--- src/analog_comparator_control_regs.vh ---
`ifndef ANALOG_COMPARATOR_CONTROL_REGS_VH
`define ANALOG_COMPARATOR_CONTROL_REGS_VH

// ----------------------------------------------------------------------------
// Register byte addresses
// ----------------------------------------------------------------------------
`define CTRL_ZERO_FIRST_ADDR   8'h00
`define CTRL_ONE_FIRST_ADDR    8'h04
`define CTRL_ZERO_SECOND_ADDR  8'h08
`define CTRL_ONE_SECOND_ADDR   8'h0c
`define MIRROR_ADDR            8'h10
`define IRQ_CTRL_ADDR          8'h14

// ----------------------------------------------------------------------------
// First control register fields
// ----------------------------------------------------------------------------
`define ENABLE_BIT             7
`define RESULT_BIT             6
`define PIN_ENABLE_BIT         5
`define INVERT_BIT             4
`define SPEED_BIT              2
`define HYST_BIT               1
`define SYNC_BIT               0
`define CTRL_ZERO_WMASK        8'hb7
`define CTRL_ZERO_RESET        8'h04

// ----------------------------------------------------------------------------
// Second control register fields
// ----------------------------------------------------------------------------
`define RISE_EN_BIT            7
`define FALL_EN_BIT            6
`define POS_SEL_HI             5
`define POS_SEL_LO             4
`define NEG_SEL_HI             1
`define NEG_SEL_LO             0
`define CTRL_ONE_WMASK         8'hf3
`define CTRL_ONE_RESET         8'h00

// ----------------------------------------------------------------------------
// Interrupt control register fields
// ----------------------------------------------------------------------------
`define FLAG_FIRST_BIT         0
`define FLAG_SECOND_BIT        1
`define IRQ_EN_FIRST_BIT       2
`define IRQ_EN_SECOND_BIT      3
`define PERIPH_EN_BIT          4
`define GLOBAL_EN_BIT          5

// ----------------------------------------------------------------------------
// Bus responses
// ----------------------------------------------------------------------------
`define RESP_OKAY              2'h0
`define RESP_SLVERR            2'h2

`endif

--- src/comparator_sync_stage.v ---
`timescale 1ns/100ps
`default_nettype none

// ----------------------------------------------------------------------------
// Two-flop synchroniser for a bus of asynchronous levels.
// ----------------------------------------------------------------------------
module comparator_sync_stage #(
  parameter WIDTH = 2
) (
  input  wire             aclk,     // System clock.
  input  wire             aresetn,  // Synchronous reset, active low.
  input  wire [WIDTH-1:0] async_in, // Levels from outside the clock domain.
  output reg  [WIDTH-1:0] sync_out  // Synchronised levels.
);

  reg [WIDTH-1:0] meta_reg;

  always @(posedge aclk) begin
    if (!aresetn) begin
      meta_reg <= {WIDTH{1'b0}};
      sync_out <= {WIDTH{1'b0}};
    end else begin
      meta_reg <= async_in;
      sync_out <= meta_reg;
    end
  end

endmodule // comparator_sync_stage

`default_nettype wire

--- src/comparator_channel.v ---
`timescale 1ns/100ps
`default_nettype none
`include "analog_comparator_control_regs.vh"

// ----------------------------------------------------------------------------
// One comparator: result latch, edge detectors, timer sync latch, routing.
// ----------------------------------------------------------------------------
module comparator_channel (
  input  wire       aclk,          // System clock.
  input  wire       aresetn,       // Synchronous reset, active low.
  input  wire [7:0] ctrl_zero,     // First control register.
  input  wire [7:0] ctrl_one,      // Second control register.
  input  wire       raw_sync,      // Synchronised analog comparison, 1 = pos > neg.
  input  wire       timer_fall,    // Falling edge of the timer one clock.
  output reg        result_reg,    // Latched polarity-corrected result.
  output reg        edge_hit,      // One-cycle pulse: enabled edge seen.
  output reg        pin_value_reg, // Result value towards pin and timer one.
  output reg  [1:0] pos_route_reg, // Positive input route.
  output reg  [1:0] neg_route_reg, // Negative input route.
  output reg        inputs_on_reg  // Inputs connected.
);

  wire enable  = ctrl_zero[`ENABLE_BIT];
  // A disabled comparator compares as zero, so on/off and polarity still move the result.
  wire res_now = (enable & raw_sync) ^ ctrl_zero[`INVERT_BIT];
  reg  started_reg;

  always @(posedge aclk) begin
    if (!aresetn) begin
      result_reg    <= 1'b0;
      started_reg   <= 1'b0;
      edge_hit      <= 1'b0;
      pin_value_reg <= 1'b0;
      pos_route_reg <= 2'h0;
      neg_route_reg <= 2'h0;
      inputs_on_reg <= 1'b0;
    end else begin
      result_reg  <= res_now;
      started_reg <= 1'b1;
      edge_hit    <= started_reg &
                     ((ctrl_one[`RISE_EN_BIT] & res_now & ~result_reg) |
                      (ctrl_one[`FALL_EN_BIT] & ~res_now & result_reg));
      if (!ctrl_zero[`SYNC_BIT] || timer_fall) begin
        pin_value_reg <= res_now;
      end
      pos_route_reg <= ctrl_one[`POS_SEL_HI:`POS_SEL_LO];
      neg_route_reg <= ctrl_one[`NEG_SEL_HI:`NEG_SEL_LO];
      inputs_on_reg <= enable;
    end
  end

endmodule // comparator_channel

`default_nettype wire

--- src/analog_comparator_control.v ---
// Operation
// - Each comparator has rising and falling detectors; enabled firing sets its flag.
// - Rise enable bit 7 lets low-to-high result changes set the flag.
// - Fall enable bit 6 lets high-to-low result changes set the flag.
// - Software clears the flag; a same-cycle edge keeps it set.
// - Toggling invert or enable while disabled changes result and may flag.
// - Interrupt request needs flag, comparator, peripheral and global enables.
// - Positive select 00 pin, 01 DAC, 10 fixed reference, 11 ground.
// - Negative select picks one of four negative pins by value.
// - Comparator disabled disconnects all its inputs.
// - Result bit 6 reads comparison, inverted when invert bit set.
// - Pin enable drives result onto pin when direction bit clear.
// - Speed bit resets to one; one is fast, zero is low power.
// - Hysteresis bit one enables hysteresis; resets to zero.
// - Sync bit makes pin and timer result update on timer clock fall.
// - Mirror register bit 1 second result, bit 0 first result.
// - Enable bit 7 turns comparator on; resets to zero.
// - Unimplemented register bits read as zero.
// - Internal result latched every system cycle; pin unlatched unless synced.
//
// Implementation choices: the register offsets and the AXI4-Lite register port.
`timescale 1ns/100ps
`default_nettype none
`include "analog_comparator_control_regs.vh"

module analog_comparator_control (
  input  wire        aclk,              // System clock, 25 MHz.
  input  wire        aresetn,           // Synchronous reset, active low.
  input  wire [7:0]  s_axi_awaddr,      // Write address.
  input  wire        s_axi_awvalid,     // Write address valid.
  output reg         s_axi_awready,     // Write address ready.
  input  wire [31:0] s_axi_wdata,       // Write data.
  input  wire [3:0]  s_axi_wstrb,       // Write byte strobes.
  input  wire        s_axi_wvalid,      // Write data valid.
  output reg         s_axi_wready,      // Write data ready.
  output reg  [1:0]  s_axi_bresp,       // Write response.
  output reg         s_axi_bvalid,      // Write response valid.
  input  wire        s_axi_bready,      // Write response ready.
  input  wire [7:0]  s_axi_araddr,      // Read address.
  input  wire        s_axi_arvalid,     // Read address valid.
  output reg         s_axi_arready,     // Read address ready.
  output reg  [31:0] s_axi_rdata,       // Read data.
  output reg  [1:0]  s_axi_rresp,       // Read response.
  output reg         s_axi_rvalid,      // Read data valid.
  input  wire        s_axi_rready,      // Read data ready.
  input  wire [1:0]  compare_in,        // Analog comparison results, bit n = comparator n.
  input  wire        timer_one_clock,   // Timer one source clock.
  input  wire [1:0]  pin_direction_bit, // Output pin direction bits, 1 = input.
  output reg  [1:0]  result_pin_out,    // Comparator output pin values.
  output reg  [1:0]  result_pin_oe_n,   // Pin output enables, low while driving.
  output reg  [1:0]  timer_gate_out,    // Results towards timer one.
  output reg  [3:0]  positive_route,    // Positive routes, [3:2] second, [1:0] first.
  output reg  [3:0]  negative_route,    // Negative routes, [3:2] second, [1:0] first.
  output reg  [1:0]  inputs_connected,  // Input switches closed per comparator.
  output reg  [1:0]  comparator_on,     // Analog enables.
  output reg  [1:0]  fast_mode,         // Speed selects.
  output reg  [1:0]  hysteresis_on,     // Hysteresis enables.
  output reg         irq_out            // Interrupt request to the processor.
);

  // --------------------------------------------------------------------------
  // Storage
  // --------------------------------------------------------------------------
  // Both comparators keep private copies of their two control registers.
  // Index 0 is the first comparator and index 1 the second throughout.
  reg [7:0] ctrl_zero_reg [0:1];
  reg [7:0] ctrl_one_reg  [0:1];
  // Flags are set by hardware and cleared by software writing zero.
  reg [1:0] irq_flag_reg;
  reg [1:0] irq_en_reg;
  reg       periph_en_reg;
  reg       global_en_reg;
  reg       timer_prev_reg;

  // A write address or write data beat is parked here until its partner
  // arrives, so the two channels may be offered in either order.
  reg [7:0] awaddr_reg;
  reg       aw_held_reg;
  reg [31:0] wdata_reg;
  reg [3:0] wstrb_reg;
  reg       w_held_reg;

  // Outputs of the synchronisers and of the two channels.
  wire [2:0] sync_q;
  wire [1:0] result_q;
  wire [1:0] edge_q;
  wire [1:0] pin_q;
  wire [1:0] pos_q0;
  wire [1:0] pos_q1;
  wire [1:0] neg_q0;
  wire [1:0] neg_q1;
  wire [1:0] on_q;

  // Only writable bits move; a cleared low byte strobe leaves the byte alone.
  function [7:0] merge_byte;
    input [7:0] old_val;
    input [7:0] new_val;
    input [7:0] wmask;
    input       strobe;
    begin
      merge_byte = strobe ? ((old_val & ~wmask) | (new_val & wmask)) : old_val;
    end
  endfunction

  // The read view of the first control register inserts the live result bit
  // and forces the unimplemented bit to zero.
  function [7:0] zero_view;
    input [7:0] ctrl;
    input       res;
    begin
      zero_view = (ctrl & `CTRL_ZERO_WMASK) | ({7'h00, res} << `RESULT_BIT);
    end
  endfunction

  // --------------------------------------------------------------------------
  // Pin synchronisers and comparator channels
  // --------------------------------------------------------------------------
  // Comparison results and the timer clock come from outside the clock
  // domain and pass two flip-flops before any logic reads them.
  comparator_sync_stage #(
    .WIDTH(3)
  ) u_sync (
    .aclk     (aclk),
    .aresetn  (aresetn),
    .async_in ({timer_one_clock, compare_in}),
    .sync_out (sync_q)
  );

  // The timer clock is sampled like a pin, so its low and high phases must
  // each last at least one system cycle for a fall to be seen.
  wire timer_fall = timer_prev_reg & ~sync_q[2];

  // Each channel latches its result every cycle and reports enabled edges.
  comparator_channel u_first (
    .aclk          (aclk),
    .aresetn       (aresetn),
    .ctrl_zero     (ctrl_zero_reg[0]),
    .ctrl_one      (ctrl_one_reg[0]),
    .raw_sync      (sync_q[0]),
    .timer_fall    (timer_fall),
    .result_reg    (result_q[0]),
    .edge_hit      (edge_q[0]),
    .pin_value_reg (pin_q[0]),
    .pos_route_reg (pos_q0),
    .neg_route_reg (neg_q0),
    .inputs_on_reg (on_q[0])
  );

  comparator_channel u_second (
    .aclk          (aclk),
    .aresetn       (aresetn),
    .ctrl_zero     (ctrl_zero_reg[1]),
    .ctrl_one      (ctrl_one_reg[1]),
    .raw_sync      (sync_q[1]),
    .timer_fall    (timer_fall),
    .result_reg    (result_q[1]),
    .edge_hit      (edge_q[1]),
    .pin_value_reg (pin_q[1]),
    .pos_route_reg (pos_q1),
    .neg_route_reg (neg_q1),
    .inputs_on_reg (on_q[1])
  );

  // --------------------------------------------------------------------------
  // Write channel
  // --------------------------------------------------------------------------
  // The register update happens in the cycle in which both halves are held
  // and no earlier response is still waiting to be taken.
  wire do_write = aw_held_reg && w_held_reg && !s_axi_bvalid;
  wire wr_z0    = (awaddr_reg == `CTRL_ZERO_FIRST_ADDR);
  wire wr_o0    = (awaddr_reg == `CTRL_ONE_FIRST_ADDR);
  wire wr_z1    = (awaddr_reg == `CTRL_ZERO_SECOND_ADDR);
  wire wr_o1    = (awaddr_reg == `CTRL_ONE_SECOND_ADDR);
  wire wr_mir   = (awaddr_reg == `MIRROR_ADDR);
  wire wr_irq   = (awaddr_reg == `IRQ_CTRL_ADDR);
  wire wr_ok    = wr_z0 | wr_o0 | wr_z1 | wr_o1 | wr_mir | wr_irq;
  wire irq_wr   = do_write && wr_irq && wstrb_reg[0];

  always @(posedge aclk) begin
    if (!aresetn) begin
      s_axi_awready <= 1'b0;
      s_axi_wready  <= 1'b0;
      s_axi_bvalid  <= 1'b0;
      s_axi_bresp   <= `RESP_OKAY;
      aw_held_reg   <= 1'b0;
      w_held_reg    <= 1'b0;
      awaddr_reg    <= 8'h00;
      wdata_reg     <= 32'h00000000;
      wstrb_reg     <= 4'h0;
      ctrl_zero_reg[0] <= `CTRL_ZERO_RESET;
      ctrl_zero_reg[1] <= `CTRL_ZERO_RESET;
      ctrl_one_reg[0]  <= `CTRL_ONE_RESET;
      ctrl_one_reg[1]  <= `CTRL_ONE_RESET;
      irq_en_reg    <= 2'h0;
      periph_en_reg <= 1'b0;
      global_en_reg <= 1'b0;
    end else begin
      // Each ready pulses for one cycle and stays low while its beat is parked.
      s_axi_awready <= !aw_held_reg && !s_axi_awready && s_axi_awvalid;
      s_axi_wready  <= !w_held_reg && !s_axi_wready && s_axi_wvalid;
      if (s_axi_awvalid && s_axi_awready) begin
        aw_held_reg <= 1'b1;
        awaddr_reg  <= s_axi_awaddr;
      end
      if (s_axi_wvalid && s_axi_wready) begin
        w_held_reg <= 1'b1;
        wdata_reg  <= s_axi_wdata;
        wstrb_reg  <= s_axi_wstrb;
      end
      if (do_write) begin
        aw_held_reg  <= 1'b0;
        w_held_reg   <= 1'b0;
        s_axi_bvalid <= 1'b1;
        s_axi_bresp  <= wr_ok ? `RESP_OKAY : `RESP_SLVERR;
        if (wr_z0) begin
          ctrl_zero_reg[0] <= merge_byte(ctrl_zero_reg[0], wdata_reg[7:0],
                                         `CTRL_ZERO_WMASK, wstrb_reg[0]);
        end
        if (wr_o0) begin
          ctrl_one_reg[0] <= merge_byte(ctrl_one_reg[0], wdata_reg[7:0],
                                        `CTRL_ONE_WMASK, wstrb_reg[0]);
        end
        if (wr_z1) begin
          ctrl_zero_reg[1] <= merge_byte(ctrl_zero_reg[1], wdata_reg[7:0],
                                         `CTRL_ZERO_WMASK, wstrb_reg[0]);
        end
        if (wr_o1) begin
          ctrl_one_reg[1] <= merge_byte(ctrl_one_reg[1], wdata_reg[7:0],
                                        `CTRL_ONE_WMASK, wstrb_reg[0]);
        end
        // Enables are written here; the flags are handled in their own process.
        if (irq_wr) begin
          irq_en_reg    <= {wdata_reg[`IRQ_EN_SECOND_BIT], wdata_reg[`IRQ_EN_FIRST_BIT]};
          periph_en_reg <= wdata_reg[`PERIPH_EN_BIT];
          global_en_reg <= wdata_reg[`GLOBAL_EN_BIT];
        end
      end else if (s_axi_bvalid && s_axi_bready) begin
        s_axi_bvalid <= 1'b0;
      end
    end
  end

  // --------------------------------------------------------------------------
  // Interrupt flags
  // --------------------------------------------------------------------------
  // A write of zero to a flag clears it, but an edge in the same cycle wins.
  always @(posedge aclk) begin
    if (!aresetn) begin
      irq_flag_reg <= 2'h0;
    end else if (irq_wr) begin
      irq_flag_reg <= ({wdata_reg[`FLAG_SECOND_BIT], wdata_reg[`FLAG_FIRST_BIT]} &
                       irq_flag_reg) | edge_q;
    end else begin
      irq_flag_reg <= irq_flag_reg | edge_q;
    end
  end

  // --------------------------------------------------------------------------
  // Read channel
  // --------------------------------------------------------------------------
  reg [7:0] rd_byte;
  reg       rd_ok;

  // The read byte is decoded from the address as it is offered; the slave
  // registers it at the edge that takes the address.
  always @* begin
    rd_byte = 8'h00;
    rd_ok   = 1'b1;
    if (s_axi_araddr == `CTRL_ZERO_FIRST_ADDR) begin
      rd_byte = zero_view(ctrl_zero_reg[0], result_q[0]);
    end else if (s_axi_araddr == `CTRL_ONE_FIRST_ADDR) begin
      rd_byte = ctrl_one_reg[0] & `CTRL_ONE_WMASK;
    end else if (s_axi_araddr == `CTRL_ZERO_SECOND_ADDR) begin
      rd_byte = zero_view(ctrl_zero_reg[1], result_q[1]);
    end else if (s_axi_araddr == `CTRL_ONE_SECOND_ADDR) begin
      rd_byte = ctrl_one_reg[1] & `CTRL_ONE_WMASK;
    end else if (s_axi_araddr == `MIRROR_ADDR) begin
      rd_byte = {6'h00, result_q[1], result_q[0]};
    end else if (s_axi_araddr == `IRQ_CTRL_ADDR) begin
      rd_byte = {2'h0, global_en_reg, periph_en_reg, irq_en_reg, irq_flag_reg};
    end else begin
      rd_ok = 1'b0;
    end
  end

  always @(posedge aclk) begin
    if (!aresetn) begin
      s_axi_arready <= 1'b0;
      s_axi_rvalid  <= 1'b0;
      s_axi_rdata   <= 32'h00000000;
      s_axi_rresp   <= `RESP_OKAY;
    end else begin
      // A new read is taken only once the previous data has been accepted.
      s_axi_arready <= !s_axi_rvalid && !s_axi_arready && s_axi_arvalid;
      if (s_axi_arvalid && s_axi_arready) begin
        s_axi_rvalid <= 1'b1;
        s_axi_rdata  <= {24'h000000, rd_byte};
        s_axi_rresp  <= rd_ok ? `RESP_OKAY : `RESP_SLVERR;
      end else if (s_axi_rvalid && s_axi_rready) begin
        s_axi_rvalid <= 1'b0;
      end
    end
  end

  // --------------------------------------------------------------------------
  // Outputs towards pins, analog and processor
  // --------------------------------------------------------------------------
  always @(posedge aclk) begin
    if (!aresetn) begin
      timer_prev_reg   <= 1'b0;
      result_pin_out   <= 2'h0;
      result_pin_oe_n  <= 2'h3;
      timer_gate_out   <= 2'h0;
      positive_route   <= 4'h0;
      negative_route   <= 4'h0;
      inputs_connected <= 2'h0;
      comparator_on    <= 2'h0;
      fast_mode        <= 2'h3;
      hysteresis_on    <= 2'h0;
      irq_out          <= 1'b0;
    end else begin
      timer_prev_reg   <= sync_q[2];
      result_pin_out   <= pin_q;
      timer_gate_out   <= pin_q;
      // The pin is driven only while its enable is set and its direction is output.
      result_pin_oe_n  <= ~({ctrl_zero_reg[1][`PIN_ENABLE_BIT],
                             ctrl_zero_reg[0][`PIN_ENABLE_BIT]} & ~pin_direction_bit);
      positive_route   <= {pos_q1, pos_q0};
      negative_route   <= {neg_q1, neg_q0};
      inputs_connected <= on_q;
      // Enable copies come from the same stage as the input switches, so both agree.
      comparator_on    <= on_q;
      fast_mode        <= {ctrl_zero_reg[1][`SPEED_BIT], ctrl_zero_reg[0][`SPEED_BIT]};
      hysteresis_on    <= {ctrl_zero_reg[1][`HYST_BIT], ctrl_zero_reg[0][`HYST_BIT]};
      // The request follows the flag and all three enables one cycle later.
      irq_out          <= |(irq_flag_reg & irq_en_reg) & periph_en_reg & global_en_reg;
    end
  end

endmodule // analog_comparator_control

`default_nettype wire

--- config.mk ---
export PLATFORM = sky130hd
export DESIGN_NAME = analog_comparator_control
export DESIGN_NICKNAME = d
export VERILOG_FILES = /design/src/comparator_sync_stage.v /design/src/comparator_channel.v /design/src/analog_comparator_control.v
export VERILOG_INCLUDE_DIRS = /design/src /design/src/src
export SDC_FILE = /design/constraint.sdc
export NUM_CORES = 1
export LEC_CHECK = 0
export BUFFER_PORTS_ARGS = -buffer_cell sky130_fd_sc_hd__clkbuf_2
export CORE_UTILIZATION = 41
export CTS_CLUSTER_SIZE = 12
export DETAILED_ROUTE_END_ITERATION = 8
export PLACE_DENSITY = 0.66
export SKIP_LAST_GASP = 1
export SYNTH_ARGS = -nofsm -noshare
export SYNTH_HDL_FRONTEND = slang
export SYNTH_SLANG_ARGS = --single-unit
--- constraint.sdc ---
create_clock -name aclk -period 2.85 [get_ports aclk]
set_clock_uncertainty 0.2 [all_clocks]
set_input_delay 0 -clock aclk [delete_from_list [all_inputs] [get_ports aclk]]
set_output_delay 0 -clock aclk [all_outputs]
set_load 0.02 [all_outputs]
# == Word level (Yosys, flattened, before mapping) ==
# Memory sizes are Yosys's and may differ from the RTL's.
# Index checks and enable logic that the tools add are counted.
# totals
memories,2
ff_bits,85
output_inout_bits,64
input_bits,64
mem_bits_rw,32
# classes
reduce_logical,33
n_eq_ne,10
n_mux,45
bitwise_logic,47
# memory_table
name,words,width,read_ports,rd_clocked_by_memory_dff,write_ports,line,source
ctrl_one_reg,2,8,2,0,2,analog_comparator_control.v:67,reg [7:0] ctrl_one_reg [0:1];
ctrl_zero_reg,2,8,2,0,2,analog_comparator_control.v:66,reg [7:0] ctrl_zero_reg [0:1];
# op_table
operator,count
$mux W8,12
$eq A8 B4 Y1 const B,4
$eq A8 B5 Y1 const B,4
$mux W1,28
$eq A8 B3 Y1 const B,2
$logic_not A8 Y1,2
$or A4 B8 Y8,2
$or A7 B8 Y8,2
$or A8 B7 Y8,2
$and A1 B1 Y1,15
$logic_and A1 B1 Y1,15
$mux W6,2
$or A1 B1 Y1,11
$logic_not A1 Y1,9
$and A2 B2 Y2,3
$mux W2,3
$not A1 Y1,6
$not A2 Y2,2
$or A2 B2 Y2,2
$reduce_bool A2 Y1,2
$reduce_or A2 Y1,2
$logic_or A1 B1 Y1,2
$reduce_and A2 Y1,1
$xor A1 B1 Y1,2

# == Depth between registers and ports, before layout ==
# logic_depth
depth_word,8
ltp_mapped,6

# == Modules after synthesis ==
# From an unflattened synthesis, not the netlist that was laid out.
# hier_totals
cells_unflattened,395
area_unflattened_um2,4180.3
# modules_own_cells
module,seq_area_each_um2,area_each_um2,instances,cells_per_inst
analog_comparator_control,1921.8,3457.1,1,337
comparator_channel,180.2,282.8,2,23
comparator_sync_stage,120.1,157.7,1,12

# == Worst setup path before layout ==
# OpenSTA, ideal clock, no wires.
# synth_timing
kind,reg-to-reg
startpoint,register awaddr_reg[1]
endpoint,memory ctrl_one_reg[0][0] (enable)
t_arrival_ns,1.795
setup_time_ns,0.380
path_slack_ns,0.475
path_stages_with_launch,5
required_time_ns,2.270
n_path_buf,0
path_cell_list,dfxtp_1 > or4_4 > nor3_1 > nand2_1 > o31ai_1
# synth_rtl
item,line,source
start: declaration,analog_comparator_control.v:77,reg [7:0] awaddr_reg;
start signal: assignment,analog_comparator_control.v:203,awaddr_reg <= s_axi_awaddr;
end: declaration,analog_comparator_control.v:67,

# == Worst setup path in the final report ==
# layout_timing
startpoint,input s_axi_araddr[0]
endpoint,register s_axi_rdata[5]
# layout_via
elab_chain_len,7
word_cells_on_any_way,12
# layout_rtl
item,line,source
start: declaration,analog_comparator_control.v:39,"input wire [7:0] s_axi_araddr,"
$eq A8 B5 Y1 (no source line),n/a,
$mux W6,analog_comparator_control.v:279,end else if (s_axi_araddr == `IRQ_CTRL_ADDR) begin
$mux W6,analog_comparator_control.v:277,end else if (s_axi_araddr == `MIRROR_ADDR) begin
$mux W8,analog_comparator_control.v:275,end else if (s_axi_araddr == `CTRL_ONE_SECOND_ADDR) begin
$mux W8,analog_comparator_control.v:273,end else if (s_axi_araddr == `CTRL_ZERO_SECOND_ADDR) begin
$mux W8,analog_comparator_control.v:271,end else if (s_axi_araddr == `CTRL_ONE_FIRST_ADDR) begin
$mux W8 *,analog_comparator_control.v:269,if (s_axi_araddr == `CTRL_ZERO_FIRST_ADDR) begin
end signal: assignment,analog_comparator_control.v:297,"s_axi_rdata <= {24'h000000, rd_byte};"
end: declaration,analog_comparator_control.v:42,"output reg [31:0] s_axi_rdata,"
# Mark *: on every way between the ends. The rest lies on a longest branch, timed or not.
# A chain may end at the register's enable or synchronous reset.

==> out/qor.csv <==
metric,value,unit
irDropWorstVdd,0.000220,V
grt_pass1_vias,2937,
power_switching_share,24.3,%
power_frac_seq,58.8,%
synth_top_area_share,40.6,%
dp_hpwl,5.93,mm
arrival,2.86,ns
finalNetCount,594,
tightestPinTransition,0.513,ns
grt_use_met3,5.27,%
clock_power_share,31.7,%
ys_warn_count,0,
drt_pre_antenna_iters,4,
crit_type,input pin to register,
total_power,2.76,mW
numPortBuffers,74,
cp-start-kind,input pin,
comb_power_share,9.5,%
synth_area_leader_cell,dfxtp_1,
path_clk_slew,0.10,ns
setup_tns,0,ns
netSwitchingPower,0.672,mW
leakage,2.14,nW
relSlewSlack,64.9,%
start_util,42.0,%
ios,128,
synthCells,399,
hold_class,input pin to register,
cts_tree,built,
synthArstFlopShare,0,%
n_antenna_cell,0,
synth_area_leaders,"dfxtp_1 (41%), edfxtp_1 (18%), buf_4 (5.5%), and2_1 (5.4%), nand2_1 (4.6%)",
top_usage_layer,met2,
rr_worst_depth,5,
status,completed,
gp_congestion,0.790,
clock_path_buffers,2,
drv_cap,0,
grt_max_degree,27,
drv_slew,0,
r2r-start,s_axi_wready$_SDFF_PN0_,
syn_area_per_cell,10.3,um^2
gr-usage-met1,20.9,%
ctsResizeCount,0,
yosysSeqAreaShare,58.2,%
die_width,102,um
die_h,102,um
drcViolationCount,0,
met2_usage,30.8,%
rows,36,
critical_path_peak_fanout,4,
rsz0062_at_grt,false,
crit_path_end_kind,register,
synth_flop_cell,dfxtp_1,
power_density,522,nW/um^2
ys_ff_latch,107,
cts_num_sinks,107,
finalSetupViolations,0,
drive_gt1_share,19.8,%
min-delay-start,s_axi_araddr[2],
die-area,10400,um^2
cts-root-buf,clkbuf_8,
mostFrequentLayoutCell,dfxtp_1,
antenna_found_initial,0,
cts_buffers,9,
routed_wl,8.67,mm
crit_required,2.96,ns
grt_pass1_wl,13.8,mm
track_usage,17.7,%
holdPathStages,3,
grt_overflow,0,
synth.distinct_cells,40,
ant_nets,0,
mostFrequentLayoutCells,"dfxtp_1 (83), clkbuf_2 (74), dlygate4sd3_1 (62), nand2_1 (50), a21oi_1 (36)",
instances_no_fill,668,
coreArea,9730,um^2
final_util,54.4,%
dp_cells,590,
intPower,2.09,mW
dr.first_iter.drc_count,104,
htree_levels,3,
vias,3147,
period_share,96.8,%
reg2reg_to,wdata_reg[6]$_SDFFE_PN0P_,
finalHoldViolations,0,
viasPerCell,4.71,
fin_crit,2.76,ns
holdWs,0.109,ns
area_growth,29.4,%
syn_area,4090,um^2
synth_edf_count,24,
hold_path_end,s_axi_rdata[0]$_SDFFE_PN0P_,
clkLatencyLatePin,0.36,ns
routedWlPerCell,13.0,um
fmax,0.363,GHz
ff2ff_setup_slack,0.53,ns
==> critical path, stage by stage <==
cell,delay (ns)
dlygate4sd3_1,0.54
clkbuf_2,0.10
or4_4,0.42
dlygate4sd3_1,0.61
nor3_1,0.35
a21oi_1,0.12
a21oi_1,0.16
dlygate4sd3_1,0.56
==> cell usage after synthesis, drive strengths merged, types with 4 or more instances <==
cell type   n
dfxtp      83
nand2      50
a21oi      36
and2       35
buf        31
edfxtp     24
nand3      20
clkbuf     18
o21ai      14
nor2       11
and3       10
nand3b      8
nand2b      5
nor3        5
mux2i       4
nor3b       4
nor4b       4
==> cell families after synthesis <==
logic type,count (synthesis),share of synthesized area [%]
AOI/OAI and AO/OA,63,8.75
muxes,9,2.91
other,1,0.0917
and+or+nand+nor,165,22.0
buffers and inverters,52,7.56
xor gates and xnor gates,2,0.428
DFF,107,58.2
==> stage by stage <==
stage | area [um^2] | setup slack, ns
floorplan | 4180 | 0.475
global placement | 4480 | 0.643
detailed placement | 4480 | 0.625
CTS | 5290 | 0.149
global route | 5290 | 0.00526
finish | 5290 | 0.0926
==> worst max path at each step <==
stage	start	end	slack, ns	cells past startpoint
6_report	s_axi_araddr[0]	s_axi_rdata[5]$_SDFFE_PN0P_	0.09	8
5_1_grt	s_axi_araddr[0]	s_axi_rdata[5]$_SDFFE_PN0P_	0.005	8
4_1_cts	s_axi_araddr[0]	s_axi_rdata[5]$_SDFFE_PN0P_	0.15	8
3_5_place_dp	awaddr_reg[1]$_SDFFE_PN0P_	ctrl_zero_reg[0][5]$_SDFFCE_PN0P_	0.63	5
3_3_place_gp	awaddr_reg[1]$_SDFFE_PN0P_	ctrl_zero_reg[0][7]$_SDFFCE_PN0P_	0.64	5
2_1_floorplan	awaddr_reg[1]$_SDFFE_PN0P_	ctrl_one_reg[0][0]$_SDFFCE_PN0P_	0.48	4
==> power by group through the flow <==
stage / Combinational, mW / Sequential (mW) / Clock (mW)
floorplan: 0.160 / 1.66 / 0
global placement: 0.207 / 1.66 / 0
detailed placement: 0.210 / 1.66 / 0
CTS: 0.260 / 1.62 / 0.904
global route: 0.288 / 1.63 / 0.977
finish: 0.262 / 1.62 / 0.876
==> per-layer routing <==
metal	vias to the layer above	part of all wire (%)
met1	1480	45
met2	79	50
met3	6	3.6
li1	1582	-
met4	0	1.1
met5	-	0
==> timing repair <==
| action | CTS | global route |
|---|---|---|
| hold buffers | 62 | 0 |
| setup buffers | 0 | 0 |
| setup endpoints to repair | 0 | 0 |
| endpoints found under the hold margin | 51 | 0 |
==> final cells by class <==
type | count | area, um^2
inverters | 3 | 11.3
well taps | 133 | 166
clock inverters | 4 | 31.3
flip-flops and latches | 107 | 2380
clock buffers | 12 | 156
repair buffers | 144 | 1050
fillers | 918 | 4440
multi-input cells | 265 | 1490
(Power assumes the default switching activity.)
